## src/hw/rsc_defs.svh

```systemverilog
// constants of the reset source controller
`ifndef RSC_DEFS_SVH
`define RSC_DEFS_SVH

`define RSC_ADDR_CAUSE      8'hEF
`define RSC_ADDR_SUPPLY     8'hFF

`define RSC_BIT_PIN         0
`define RSC_BIT_POR         1
`define RSC_BIT_CLK_LOSS    2
`define RSC_BIT_WDOG        3
`define RSC_BIT_SW          4
`define RSC_BIT_CMP         5
`define RSC_BIT_FLASH       6
`define RSC_BIT_USB         7
`define RSC_BIT_MON_ON      7
`define RSC_BIT_LEVEL_OK    6

`define RSC_LIMIT_32K       16'h7FFF
`define RSC_LIMIT_64K       16'hFBFF

`define RSC_CLK_PERIOD_NS   100
`define RSC_RESET_DELAY_NS  5000
`define RSC_MON_TURNON_NS   100000
`define RSC_CLK_LOSS_NS     100000
`define RSC_PIN_LOW_MIN_NS  15000
`define RSC_RESET_DELAY_CYC ((`RSC_RESET_DELAY_NS + `RSC_CLK_PERIOD_NS - 1) / `RSC_CLK_PERIOD_NS)
`define RSC_MON_TURNON_CYC  ((`RSC_MON_TURNON_NS + `RSC_CLK_PERIOD_NS - 1) / `RSC_CLK_PERIOD_NS)
`define RSC_WDOG_PRESCALE   12

`endif

```

## src/hw/rsc_pkg.sv

```systemverilog
// types of the reset source controller
package rsc_pkg;

  typedef enum logic [2:0] {
    ST_RUN   = 3'b001,
    ST_HOLD  = 3'b010,
    ST_DELAY = 3'b100
  } rsc_state_t;

  // one bit per reset cause, in register bit order
  typedef struct packed {
    logic usb;
    logic flash;
    logic cmp;
    logic sw;
    logic wdog;
    logic clk_loss;
    logic por;
    logic pin;
  } rsc_cause_t;

  // one flash access from the core, same clock
  typedef struct packed {
    logic        data_write;
    logic        code_read;
    logic        fetch;
    logic        program_store_write_enable;
    logic        sec_block;
    logic [15:0] addr;
  } rsc_flash_req_t;

  // special function register access
  typedef struct packed {
    logic       wr;
    logic       rd;
    logic       rmw;
    logic [7:0] addr;
    logic [7:0] wdata;
  } rsc_sfr_req_t;

endpackage : rsc_pkg

```

## src/hw/rsc_sync.sv

```systemverilog
// two flip-flop level synchroniser
`timescale 1ns/1ps
`default_nettype none
module rsc_sync #(
  parameter int         W    = 1,
  parameter logic [W-1:0] INIT = '0
) (
  // clock and reset
  input  wire logic         clk,
  input  wire logic         rst,
  // levels
  input  wire logic [W-1:0] d,
  output logic      [W-1:0] q
);
  logic [W-1:0] meta;

  always_ff @(posedge clk)
  begin
    if (rst)
    begin
      meta <= INIT;
      q    <= INIT;
    end
    else
    begin
      meta <= d;
      q    <= meta;
    end
  end
endmodule : rsc_sync
`default_nettype wire

```

## src/hw/rsc_watchdog.sv

```systemverilog
// watchdog counting system clock divided by twelve
`timescale 1ns/1ps
`include "rsc_defs.svh"
`default_nettype none
module rsc_watchdog #(
  parameter int TICKS = 256
) (
  // clock and reset
  input  wire logic clk,
  input  wire logic rst,
  // software control
  input  wire logic kick,
  input  wire logic disable_req,
  // expiry
  output logic      timeout
);
  localparam int PW = $clog2(`RSC_WDOG_PRESCALE);
  localparam int TW = $clog2(TICKS + 1);
  logic [PW-1:0] pre;
  logic [TW-1:0] cnt;
  logic          enabled;
  logic          tick;

  assign tick = (pre == PW'(`RSC_WDOG_PRESCALE - 1));

  always_ff @(posedge clk)
  begin
    if (rst)
      pre <= '0;
    else
      pre <= tick ? '0 : pre + 1'b1;
  end

  // enabled after every reset
  always_ff @(posedge clk)
  begin
    if (rst)
      enabled <= 1'b1; // RL12
    else if (disable_req)
      enabled <= 1'b0;
  end

  always_ff @(posedge clk)
  begin
    if (rst || kick || !enabled)
    begin
      cnt     <= '0;
      timeout <= 1'b0;
    end
    else if (tick)
    begin
      timeout <= (cnt == TW'(TICKS - 1)); // RL12
      cnt     <= cnt + 1'b1;
    end
    else
      timeout <= 1'b0;
  end
endmodule : rsc_watchdog
`default_nettype wire

```

## src/hw/rsc_top.sv

```systemverilog
// reset source controller: collects reset sources, records the cause
// Contract
// RL1: supply monitor on bit; monitor resets only when also selected as source.
// RL2: selecting monitor as source before it has stabilised causes a reset.
// RL3: every power-on reset turns the supply monitor on.
// RL4: supply level bit is read-only live monitor output, 1 above threshold.
// RL5: low six bits of supply control register are reserved, writes ignored.
// RL6: low reset pin resets device; pin flag reads 1 only after pin reset.
// RL7: enabled clock loss detector times out and resets the device.
// RL8: clock loss bit writes enable, reads 1 only after clock loss reset.
// RL9: internal resets other than power and supply leave reset pin undriven.
// RL10: comparator bit enables comparator reset when plus input below minus input.
// RL11: software should let the comparator settle before enabling it as source.
// RL12: watchdog enabled after any reset, clock divided by twelve, resets on expiry.
// RL13: watchdog flag is read-only, reads 1 only after watchdog reset.
// RL14: program store write above user code limit gives flash error reset.
// RL15: code space read above user code limit gives flash error reset.
// RL16: fetch above user code limit gives flash error reset.
// RL17: flash write with monitor off, or security block, gives flash error reset.
// RL18: flash fault flag reads 1 only after flash error reset.
// RL19: writing 1 to software bit forces a reset; flag reads 1 afterwards.
// RL20: bus reset bit enables resets from bus reset signaling or bus voltage.
// RL21: power-on flag set by power or supply reset; write selects monitor source.
// RL22: read-modify-write reads the stored enables, not the cause flags.
// RL23: at least 5 us pass after reset release before code runs.
// RL24: external circuitry holds the pin low at least 15 us.
// RL25: cause flags captured at reset entry, held until next reset.
`timescale 1ns/1ps
`include "rsc_defs.svh"
`default_nettype none
module rsc_top #(
  parameter int WDOG_TICKS = 256,
  parameter int MON_TURNON = `RSC_MON_TURNON_CYC
) (
  // clock and power-on reset
  input  wire logic                    CLK_SYS,
  input  wire logic                    RST,
  // reset pin, open drain
  input  wire logic                    RST_PIN_IN_N,
  output logic                         RST_PIN_OUT,
  output logic                         RST_PIN_OE_N,
  // analog sources, asynchronous
  input  wire logic                    SUPPLY_ABOVE,
  input  wire logic                    CMP_BELOW,
  input  wire logic                    CLK_LOSS_EXPIRED,
  input  wire logic                    VBUS_LEVEL,
  // usb controller, same clock
  input  wire logic                    USB_ON,
  input  wire logic                    USB_BUS_RESET,
  input  wire logic                    VBUS_POLARITY,
  // watchdog service, same clock
  input  wire logic                    WDOG_KICK,
  input  wire logic                    WDOG_DISABLE,
  // flash accesses and size
  input  wire rsc_pkg::rsc_flash_req_t FLASH_REQ,
  input  wire logic                    FLASH_64K,
  // special function registers
  input  wire rsc_pkg::rsc_sfr_req_t   SFR_REQ,
  output logic [7:0]                   SFR_RDATA,
  // system side
  output logic                         SYS_RESET,
  output logic                         SUPPLY_MON_ON,
  output logic                         CLK_LOSS_EN
);
  localparam int DW = $clog2(`RSC_RESET_DELAY_CYC + 1);
  localparam int MW = $clog2(MON_TURNON + 1);

  rsc_pkg::rsc_state_t state;
  rsc_pkg::rsc_cause_t cause;
  rsc_pkg::rsc_cause_t next_cause;
  logic [DW-1:0]       delay_cnt;
  logic [MW-1:0]       mon_cnt;
  logic                usb_en;
  logic                cmp_en;
  logic                vdm_sel;
  logic                pin_low;
  logic                level_ok;
  logic                cmp_low;
  logic                clk_loss;
  logic                vbus;
  logic                wdog_to;
  logic                wr_cause;
  logic                wr_supply;
  logic                mon_stable;
  logic                vdm_fault;
  logic                vdm_early;
  logic                flash_err;
  logic                usb_trip;
  logic                hold_src;
  logic                any_trip;
  logic [1:0]          drive_hist;
  logic                pin_ext;

  function automatic logic over_limit(input logic [15:0] a, input logic big);
    over_limit = big ? (a > `RSC_LIMIT_64K) : (a > `RSC_LIMIT_32K);
  endfunction : over_limit

  // pin idles high, so the synced low flag starts clear
  rsc_sync #(.W(1), .INIT(1'b0)) u_pin_sync (
    .clk (CLK_SYS),
    .rst (RST),
    .d   (~RST_PIN_IN_N),
    .q   (pin_low)
  );

  // supply starts as good, the other sources idle low
  rsc_sync #(.W(4), .INIT(4'h8)) u_analog_sync (
    .clk (CLK_SYS),
    .rst (RST),
    .d   ({SUPPLY_ABOVE, CMP_BELOW, CLK_LOSS_EXPIRED, VBUS_LEVEL}),
    .q   ({level_ok, cmp_low, clk_loss, vbus})
  );

  rsc_watchdog #(.TICKS(WDOG_TICKS)) u_wdog (
    .clk         (CLK_SYS),
    .rst         (RST | SYS_RESET),
    .kick        (WDOG_KICK),
    .disable_req (WDOG_DISABLE),
    .timeout     (wdog_to)
  );

  assign wr_cause  = SFR_REQ.wr && (SFR_REQ.addr == `RSC_ADDR_CAUSE) && (state == rsc_pkg::ST_RUN);
  assign wr_supply = SFR_REQ.wr && (SFR_REQ.addr == `RSC_ADDR_SUPPLY) && (state == rsc_pkg::ST_RUN);
  assign mon_stable = SUPPLY_MON_ON && (mon_cnt == MW'(MON_TURNON));

  // monitor resets only when both on and selected
  assign vdm_fault = SUPPLY_MON_ON && vdm_sel && !level_ok; // RL1
  assign vdm_early = wr_cause && SFR_REQ.wdata[`RSC_BIT_POR] && !mon_stable; // RL2
  assign hold_src  = pin_ext || vdm_fault; // RL6

  always_comb
  begin
    flash_err = 1'b0;
    if (FLASH_REQ.data_write && FLASH_REQ.program_store_write_enable && over_limit(FLASH_REQ.addr, FLASH_64K))
      flash_err = 1'b1; // RL14
    if (FLASH_REQ.code_read && over_limit(FLASH_REQ.addr, FLASH_64K))
      flash_err = 1'b1; // RL15
    if (FLASH_REQ.fetch && over_limit(FLASH_REQ.addr, FLASH_64K))
      flash_err = 1'b1; // RL16
    if ((FLASH_REQ.data_write && FLASH_REQ.program_store_write_enable && !SUPPLY_MON_ON) || FLASH_REQ.sec_block)
      flash_err = 1'b1; // RL17
  end

  assign usb_trip = usb_en && ((USB_ON && USB_BUS_RESET) || (vbus == VBUS_POLARITY)); // RL20

  // one cause wins; pin and supply first since they hold the device
  always_comb
  begin
    next_cause = '0;
    if (pin_ext)
      next_cause.pin = 1'b1; // RL6
    else if (vdm_fault || vdm_early)
      next_cause.por = 1'b1; // RL21
    else if (CLK_LOSS_EN && clk_loss)
      next_cause.clk_loss = 1'b1; // RL7
    else if (cmp_en && cmp_low)
      next_cause.cmp = 1'b1; // RL10
    else if (wdog_to)
      next_cause.wdog = 1'b1; // RL12
    else if (flash_err)
      next_cause.flash = 1'b1; // RL18
    else if (wr_cause && SFR_REQ.wdata[`RSC_BIT_SW])
      next_cause.sw = 1'b1; // RL19
    else if (usb_trip)
      next_cause.usb = 1'b1; // RL20
  end

  assign any_trip = |next_cause;

  // sequencer: hold while a level source stands, then stretch
  always_ff @(posedge CLK_SYS)
  begin
    if (RST)
    begin
      state     <= rsc_pkg::ST_DELAY;
      delay_cnt <= '0;
      SYS_RESET <= 1'b1;
    end
    else
    begin
      case (state)
        rsc_pkg::ST_RUN:
        begin
          delay_cnt <= '0;
          if (any_trip)
          begin
            state     <= hold_src ? rsc_pkg::ST_HOLD : rsc_pkg::ST_DELAY;
            SYS_RESET <= 1'b1;
          end
        end
        rsc_pkg::ST_HOLD:
        begin
          delay_cnt <= '0;
          if (!hold_src)
            state <= rsc_pkg::ST_DELAY;
        end
        rsc_pkg::ST_DELAY:
        begin
          if (hold_src)
          begin
            state     <= rsc_pkg::ST_HOLD;
            delay_cnt <= '0;
          end
          else if (delay_cnt == DW'(`RSC_RESET_DELAY_CYC - 1))
          begin
            state     <= rsc_pkg::ST_RUN; // RL23
            SYS_RESET <= 1'b0;
          end
          else
            delay_cnt <= delay_cnt + 1'b1;
        end
        default:
        begin
          state     <= rsc_pkg::ST_DELAY;
          delay_cnt <= '0;
          SYS_RESET <= 1'b1;
        end
      endcase
    end
  end

  // captured once on entry, then frozen through the run
  always_ff @(posedge CLK_SYS)
  begin
    if (RST)
      cause <= 8'h02; // RL21
    else if (state == rsc_pkg::ST_RUN && any_trip)
      cause <= next_cause; // RL25
  end

  // own drive echoes through the sync for two more cycles after release
  always_ff @(posedge CLK_SYS)
  begin
    if (RST)
      drive_hist <= 2'h3;
    else
      drive_hist <= {drive_hist[0], !RST_PIN_OE_N};
  end

  // blind to outside pulls while driving: our own low would hold us forever
  assign pin_ext = pin_low && RST_PIN_OE_N && (drive_hist == 2'h0); // RL6 RL9

  // pin driven low only for power and supply resets
  always_ff @(posedge CLK_SYS)
  begin
    RST_PIN_OUT <= 1'b0;
    if (RST)
      RST_PIN_OE_N <= 1'b0;
    else if (state == rsc_pkg::ST_RUN && any_trip)
      RST_PIN_OE_N <= !next_cause.por; // RL9
    else if (state == rsc_pkg::ST_DELAY && !hold_src
             && delay_cnt == DW'(`RSC_RESET_DELAY_CYC - 1))
      RST_PIN_OE_N <= 1'b1;
  end

  // monitor state survives every reset except power-on
  always_ff @(posedge CLK_SYS)
  begin
    if (RST)
      SUPPLY_MON_ON <= 1'b1; // RL3
    else if (wr_supply)
      SUPPLY_MON_ON <= SFR_REQ.wdata[`RSC_BIT_MON_ON]; // RL1
  end

  always_ff @(posedge CLK_SYS)
  begin
    if (RST || !SUPPLY_MON_ON)
      mon_cnt <= '0;
    else if (mon_cnt != MW'(MON_TURNON))
      mon_cnt <= mon_cnt + 1'b1;
  end

  // monitor selection kept across other resets
  always_ff @(posedge CLK_SYS)
  begin
    if (RST)
      vdm_sel <= 1'b0;
    else if (wr_cause)
      vdm_sel <= SFR_REQ.wdata[`RSC_BIT_POR]; // RL21
  end

  // other enables drop on every reset so a standing source cannot loop
  always_ff @(posedge CLK_SYS)
  begin
    if (RST || SYS_RESET)
    begin
      usb_en      <= 1'b0;
      cmp_en      <= 1'b0;
      CLK_LOSS_EN <= 1'b0;
    end
    else if (wr_cause)
    begin
      usb_en      <= SFR_REQ.wdata[`RSC_BIT_USB]; // RL20
      cmp_en      <= SFR_REQ.wdata[`RSC_BIT_CMP]; // RL10
      CLK_LOSS_EN <= SFR_REQ.wdata[`RSC_BIT_CLK_LOSS]; // RL8
    end
  end

  // read data one cycle after the strobe
  always_ff @(posedge CLK_SYS)
  begin
    if (RST)
      SFR_RDATA <= 8'h00;
    else if (SFR_REQ.rd && SFR_REQ.addr == `RSC_ADDR_SUPPLY)
      SFR_RDATA <= {SUPPLY_MON_ON, level_ok, 6'h00}; // RL4 RL5
    else if (SFR_REQ.rd && SFR_REQ.addr == `RSC_ADDR_CAUSE && SFR_REQ.rmw)
      SFR_RDATA <= {usb_en, cause.flash, cmp_en, 1'b0,
                    cause.wdog, CLK_LOSS_EN, vdm_sel, cause.pin}; // RL22
    else if (SFR_REQ.rd && SFR_REQ.addr == `RSC_ADDR_CAUSE)
      SFR_RDATA <= cause; // RL13 RL18 RL6
    else if (SFR_REQ.rd)
      SFR_RDATA <= 8'h00;
  end
endmodule : rsc_top
`default_nettype wire

```

## config.mk

```make
export PLATFORM = sky130hd
export DESIGN_NAME = rsc_top
export DESIGN_NICKNAME = d
export VERILOG_FILES = /design/src/hw/rsc_pkg.sv /design/src/hw/rsc_sync.sv /design/src/hw/rsc_watchdog.sv /design/src/hw/rsc_top.sv
export VERILOG_INCLUDE_DIRS = /design/src /design/src/hw
export SDC_FILE = /design/constraint.sdc
export NUM_CORES = 1
export LEC_CHECK = 0
export BUFFER_PORTS_ARGS = -buffer_cell sky130_fd_sc_hd__buf_2
export CAP_MARGIN = 10
export CORE_MARGIN = 2
export CORE_UTILIZATION = 35
export DETAILED_ROUTE_END_ITERATION = 10
export SYNTH_ARGS = -nofsm -noshare
export SYNTH_HDL_FRONTEND = slang
export SYNTH_SLANG_ARGS = --single-unit
```

## constraint.sdc

```tcl
create_clock -name CLK_SYS -period 1.85 [get_ports CLK_SYS]
set_input_delay 0.37 -clock CLK_SYS [delete_from_list [all_inputs] [get_ports CLK_SYS]]
set_output_delay 0.37 -clock CLK_SYS [all_outputs]
set_load 0.005 [all_outputs]
```

==> qor.yml <==
drt_iter0_drc: 83
skew_ns: 0.007064
syn_nets: 408
postRouteWirelength_um: 6933
utilization_pct: 45.60
vias: 2691
grt_pass1_wl_um: 11920
start_util_pct: 36.09
ant_nets: 0
power_density_nw_per_um2: 723.3
p_seq_share_pct: 53.0
switching_share_pct: 21.85
core-area_um2: 8678
clk_latency_ns: 0.35
dp_hpwl_um: 5254
syn_inst: 348
die_w_um: 98.60
post-route-period-util_pct: 99.60
cp-end-kind: "flip-flop"
nets: 498
grt_pass1_vias: 2624
path_clk_slew_ns: 0.07
hold_path_class: "primary input to flip-flop"
dieArea_um2: 9721
drv_slew: 0
status: "complete, no violations"
drt_first_pass_iters: 4
io_pins: 66
drive_gt1_share_pct: 28.12
wl_per_cell_um: 12.63
cts.sink_count: 69
finalSetupTns_ns: 0
slew_headroom_pct: 63.56
rsz0062_at_grt: "true"
area_delta_synth_final_pct: 26.37
fp.dieH_um: 98.60
finalSetupViolCount: 0
switching_power_mw: 0.6253
grt_max_degree: 13
root_buffer: "clkbuf_8"
cts_buffers: 9
syn_area_um2: 3132
cp_max_fo: 4
antenna_found_initial: 0
ir_drop_v: 0.0003885
power.leakage_nw: 1.630
clockPowerShare_pct: 40.9
cp-start-kind: "flip-flop"
htreeDepth: 3
max-clock-path-buffers: 2
ys_async_sr_fraction_pct: 0
vias_per_cell: 4.902
post_synth.cell_area_avg_um2: 8.999
overflow: 0
grt_use_total_pct: 15.23
critPathRequiredTime_ns: 2.09
diodes: 0
worst_pin_slew_ns: 0.5452
synth_cell_types: 53
min_period_ns: 1.843
cts_tree: "done"
ys_seq_area_share_pct: 44.11
synth-seq-cells: 69
drc: 0
p_comb_share_pct: 6.1
intPower_mw: 2.237
crit_type: "flip-flop to flip-flop"
drv_cap: 0
yosys_most_used_dff: "dfxtp_1"
max_freq_mhz: 542.7
yosysWarnings: 0
synth_edf_count: 0
gp_congestion: 0.8491
rows: 34
port_buffers: 51
cp.arrival_ns: 2.08
hold_violations: 0
final cells by class:
type,instances,area [µm²]
Timing Repair Buffer,91,555.5
Clock inverter,2,35.03
Sequential cell,69,1383
Inverter,11,41.29
Fill cell,873,4721
Tap cell,108,135.1
Clock buffer,12,145.1
Multi-Input combinational cell,256,1663
worst max-delay path, stage by stage, from the launching register on:
cell and delay, ns:
dfxtp_1 0.31, or3b_4 0.44, nor4_4 0.34, buf_4 0.19, a21oi_2 0.07, o31a_1 0.28
o31a_1 0.11
final timing paths:
check,startpoint,end,slack (ns),depth (start not counted)
max,state[1],RST_PIN_OE_N,0.007,6
min,RST_PIN_IN_N,u_pin_sync.meta,0.17,2
max reg2reg,state[1],RST_PIN_OE_N,0.007,6
min reg2reg,u_analog_sync.meta[3],u_analog_sync.q[3],0.41,1
Yosys cell counts, types with 7 or more instances:
cell type	count	share of area (%)
a21oi_1	16	2.6
dfxtp_1	69	44
ha_1	7	2.8
inv_1	10	1.2
mux2i_1	8	2.6
nand2_1	33	4.0
nand2b_1	8	1.6
nand3_1	17	2.7
nand4_1	8	1.6
nor2_1	44	5.3
nor2b_1	13	2.6
nor3_1	7	1.1
o21ai_0	8	1.3
xor2_1	16	4.5
cell usage in the layout (no fill, tap or decap), types with 3 or more instances in the layout:
cell type | Yosys | layout
or3_1 | 3 | 3
o21ai_0 | 8 | 8
nand3_1 | 17 | 17
buf_2 | 2 | 51
inv_1 | 10 | 10
clkbuf_8 | 0 | 10
a21oi_1 | 16 | 15
buf_4 | 1 | 40
nor2_1 | 44 | 44
nand4_1 | 8 | 8
a211oi_1 | 6 | 4
nor2b_1 | 13 | 13
and3_1 | 6 | 6
nor4_4 | 4 | 4
or2_2 | 4 | 4
ha_1 | 7 | 7
nand2b_1 | 8 | 8
xor2_1 | 16 | 16
mux2i_1 | 8 | 8
nand3b_1 | 4 | 4
dfxtp_1 | 69 | 68
nand2_1 | 33 | 33
o21ai_1 | 4 | 4
xnor2_1 | 5 | 5
nand4b_1 | 5 | 5
nor3_1 | 7 | 7
logic make-up (layout without fill, tap and decap cells):
logic type / count (synthesis) / in the layout / share of synthesized area [%]
compound gates: 47 / 47 / 10.11
simple gates: 170 / 170 / 30.28
flops: 69 / 69 / 44.11
xor+xnor: 21 / 21 / 5.873
mux: 10 / 10 / 3.276
other cells: 1 / 1 / 0.1197
fa+ha+maj: 7 / 7 / 2.797
buf+inv: 23 / 116 / 3.436
per-layer routing:
metal | global-route usage [%] | up-vias | routed length [µm]
met5 | 0 | - | 0
met2 | 25.22 | 55 | 3248
met4 | 7.587 | 0 | 137
met3 | 3.262 | 11 | 293
met1 | 18.77 | 1244 | 3253
li1 | - | 1381 | -
repair_timing:
item                                    CTS  global route
buffers inserted                          0             1
hold buffers                              0             0
endpoints found under the setup margin   12            15
resized for setup                         1             5
pin swaps                                 1            11
metrics by stage:
step	hold slack, ns	instances	area [µm²]	total power [mW]	worst slack [ns]
after floorplan	0.3895	348	3132	1.635	0.003216
after global placement	0.4258	534	3749	1.722	-0.05376
after detailed placement	0.4025	534	3749	1.726	-0.05532
after CTS	0.1545	548	3933	2.898	-0.003906
after global routing	0.1591	549	3958	2.987	-0.04900
final	0.1708	549	3958	2.862	0.007387
state kept, by name, summed over array words and instances, names as in the netlist, 4 cells and up:
signal              flops
delay_cnt               6
u_analog_sync.q         4
u_wdog.pre              4
u_wdog.cnt              9
cause                   8
SFR_RDATA               8
u_analog_sync.meta      4
mon_cnt                10
power groups by stage:
stage | Combinational (mW) | Clock, mW | Sequential [mW]
floorplan | 0.0824 | 0 | 1.55
global placement | 0.171 | 0 | 1.55
detailed placement | 0.174 | 0 | 1.55
CTS | 0.175 | 1.21 | 1.52
global route | 0.196 | 1.27 | 1.52
finish | 0.173 | 1.17 | 1.52
(Power assumes the default switching activity.)
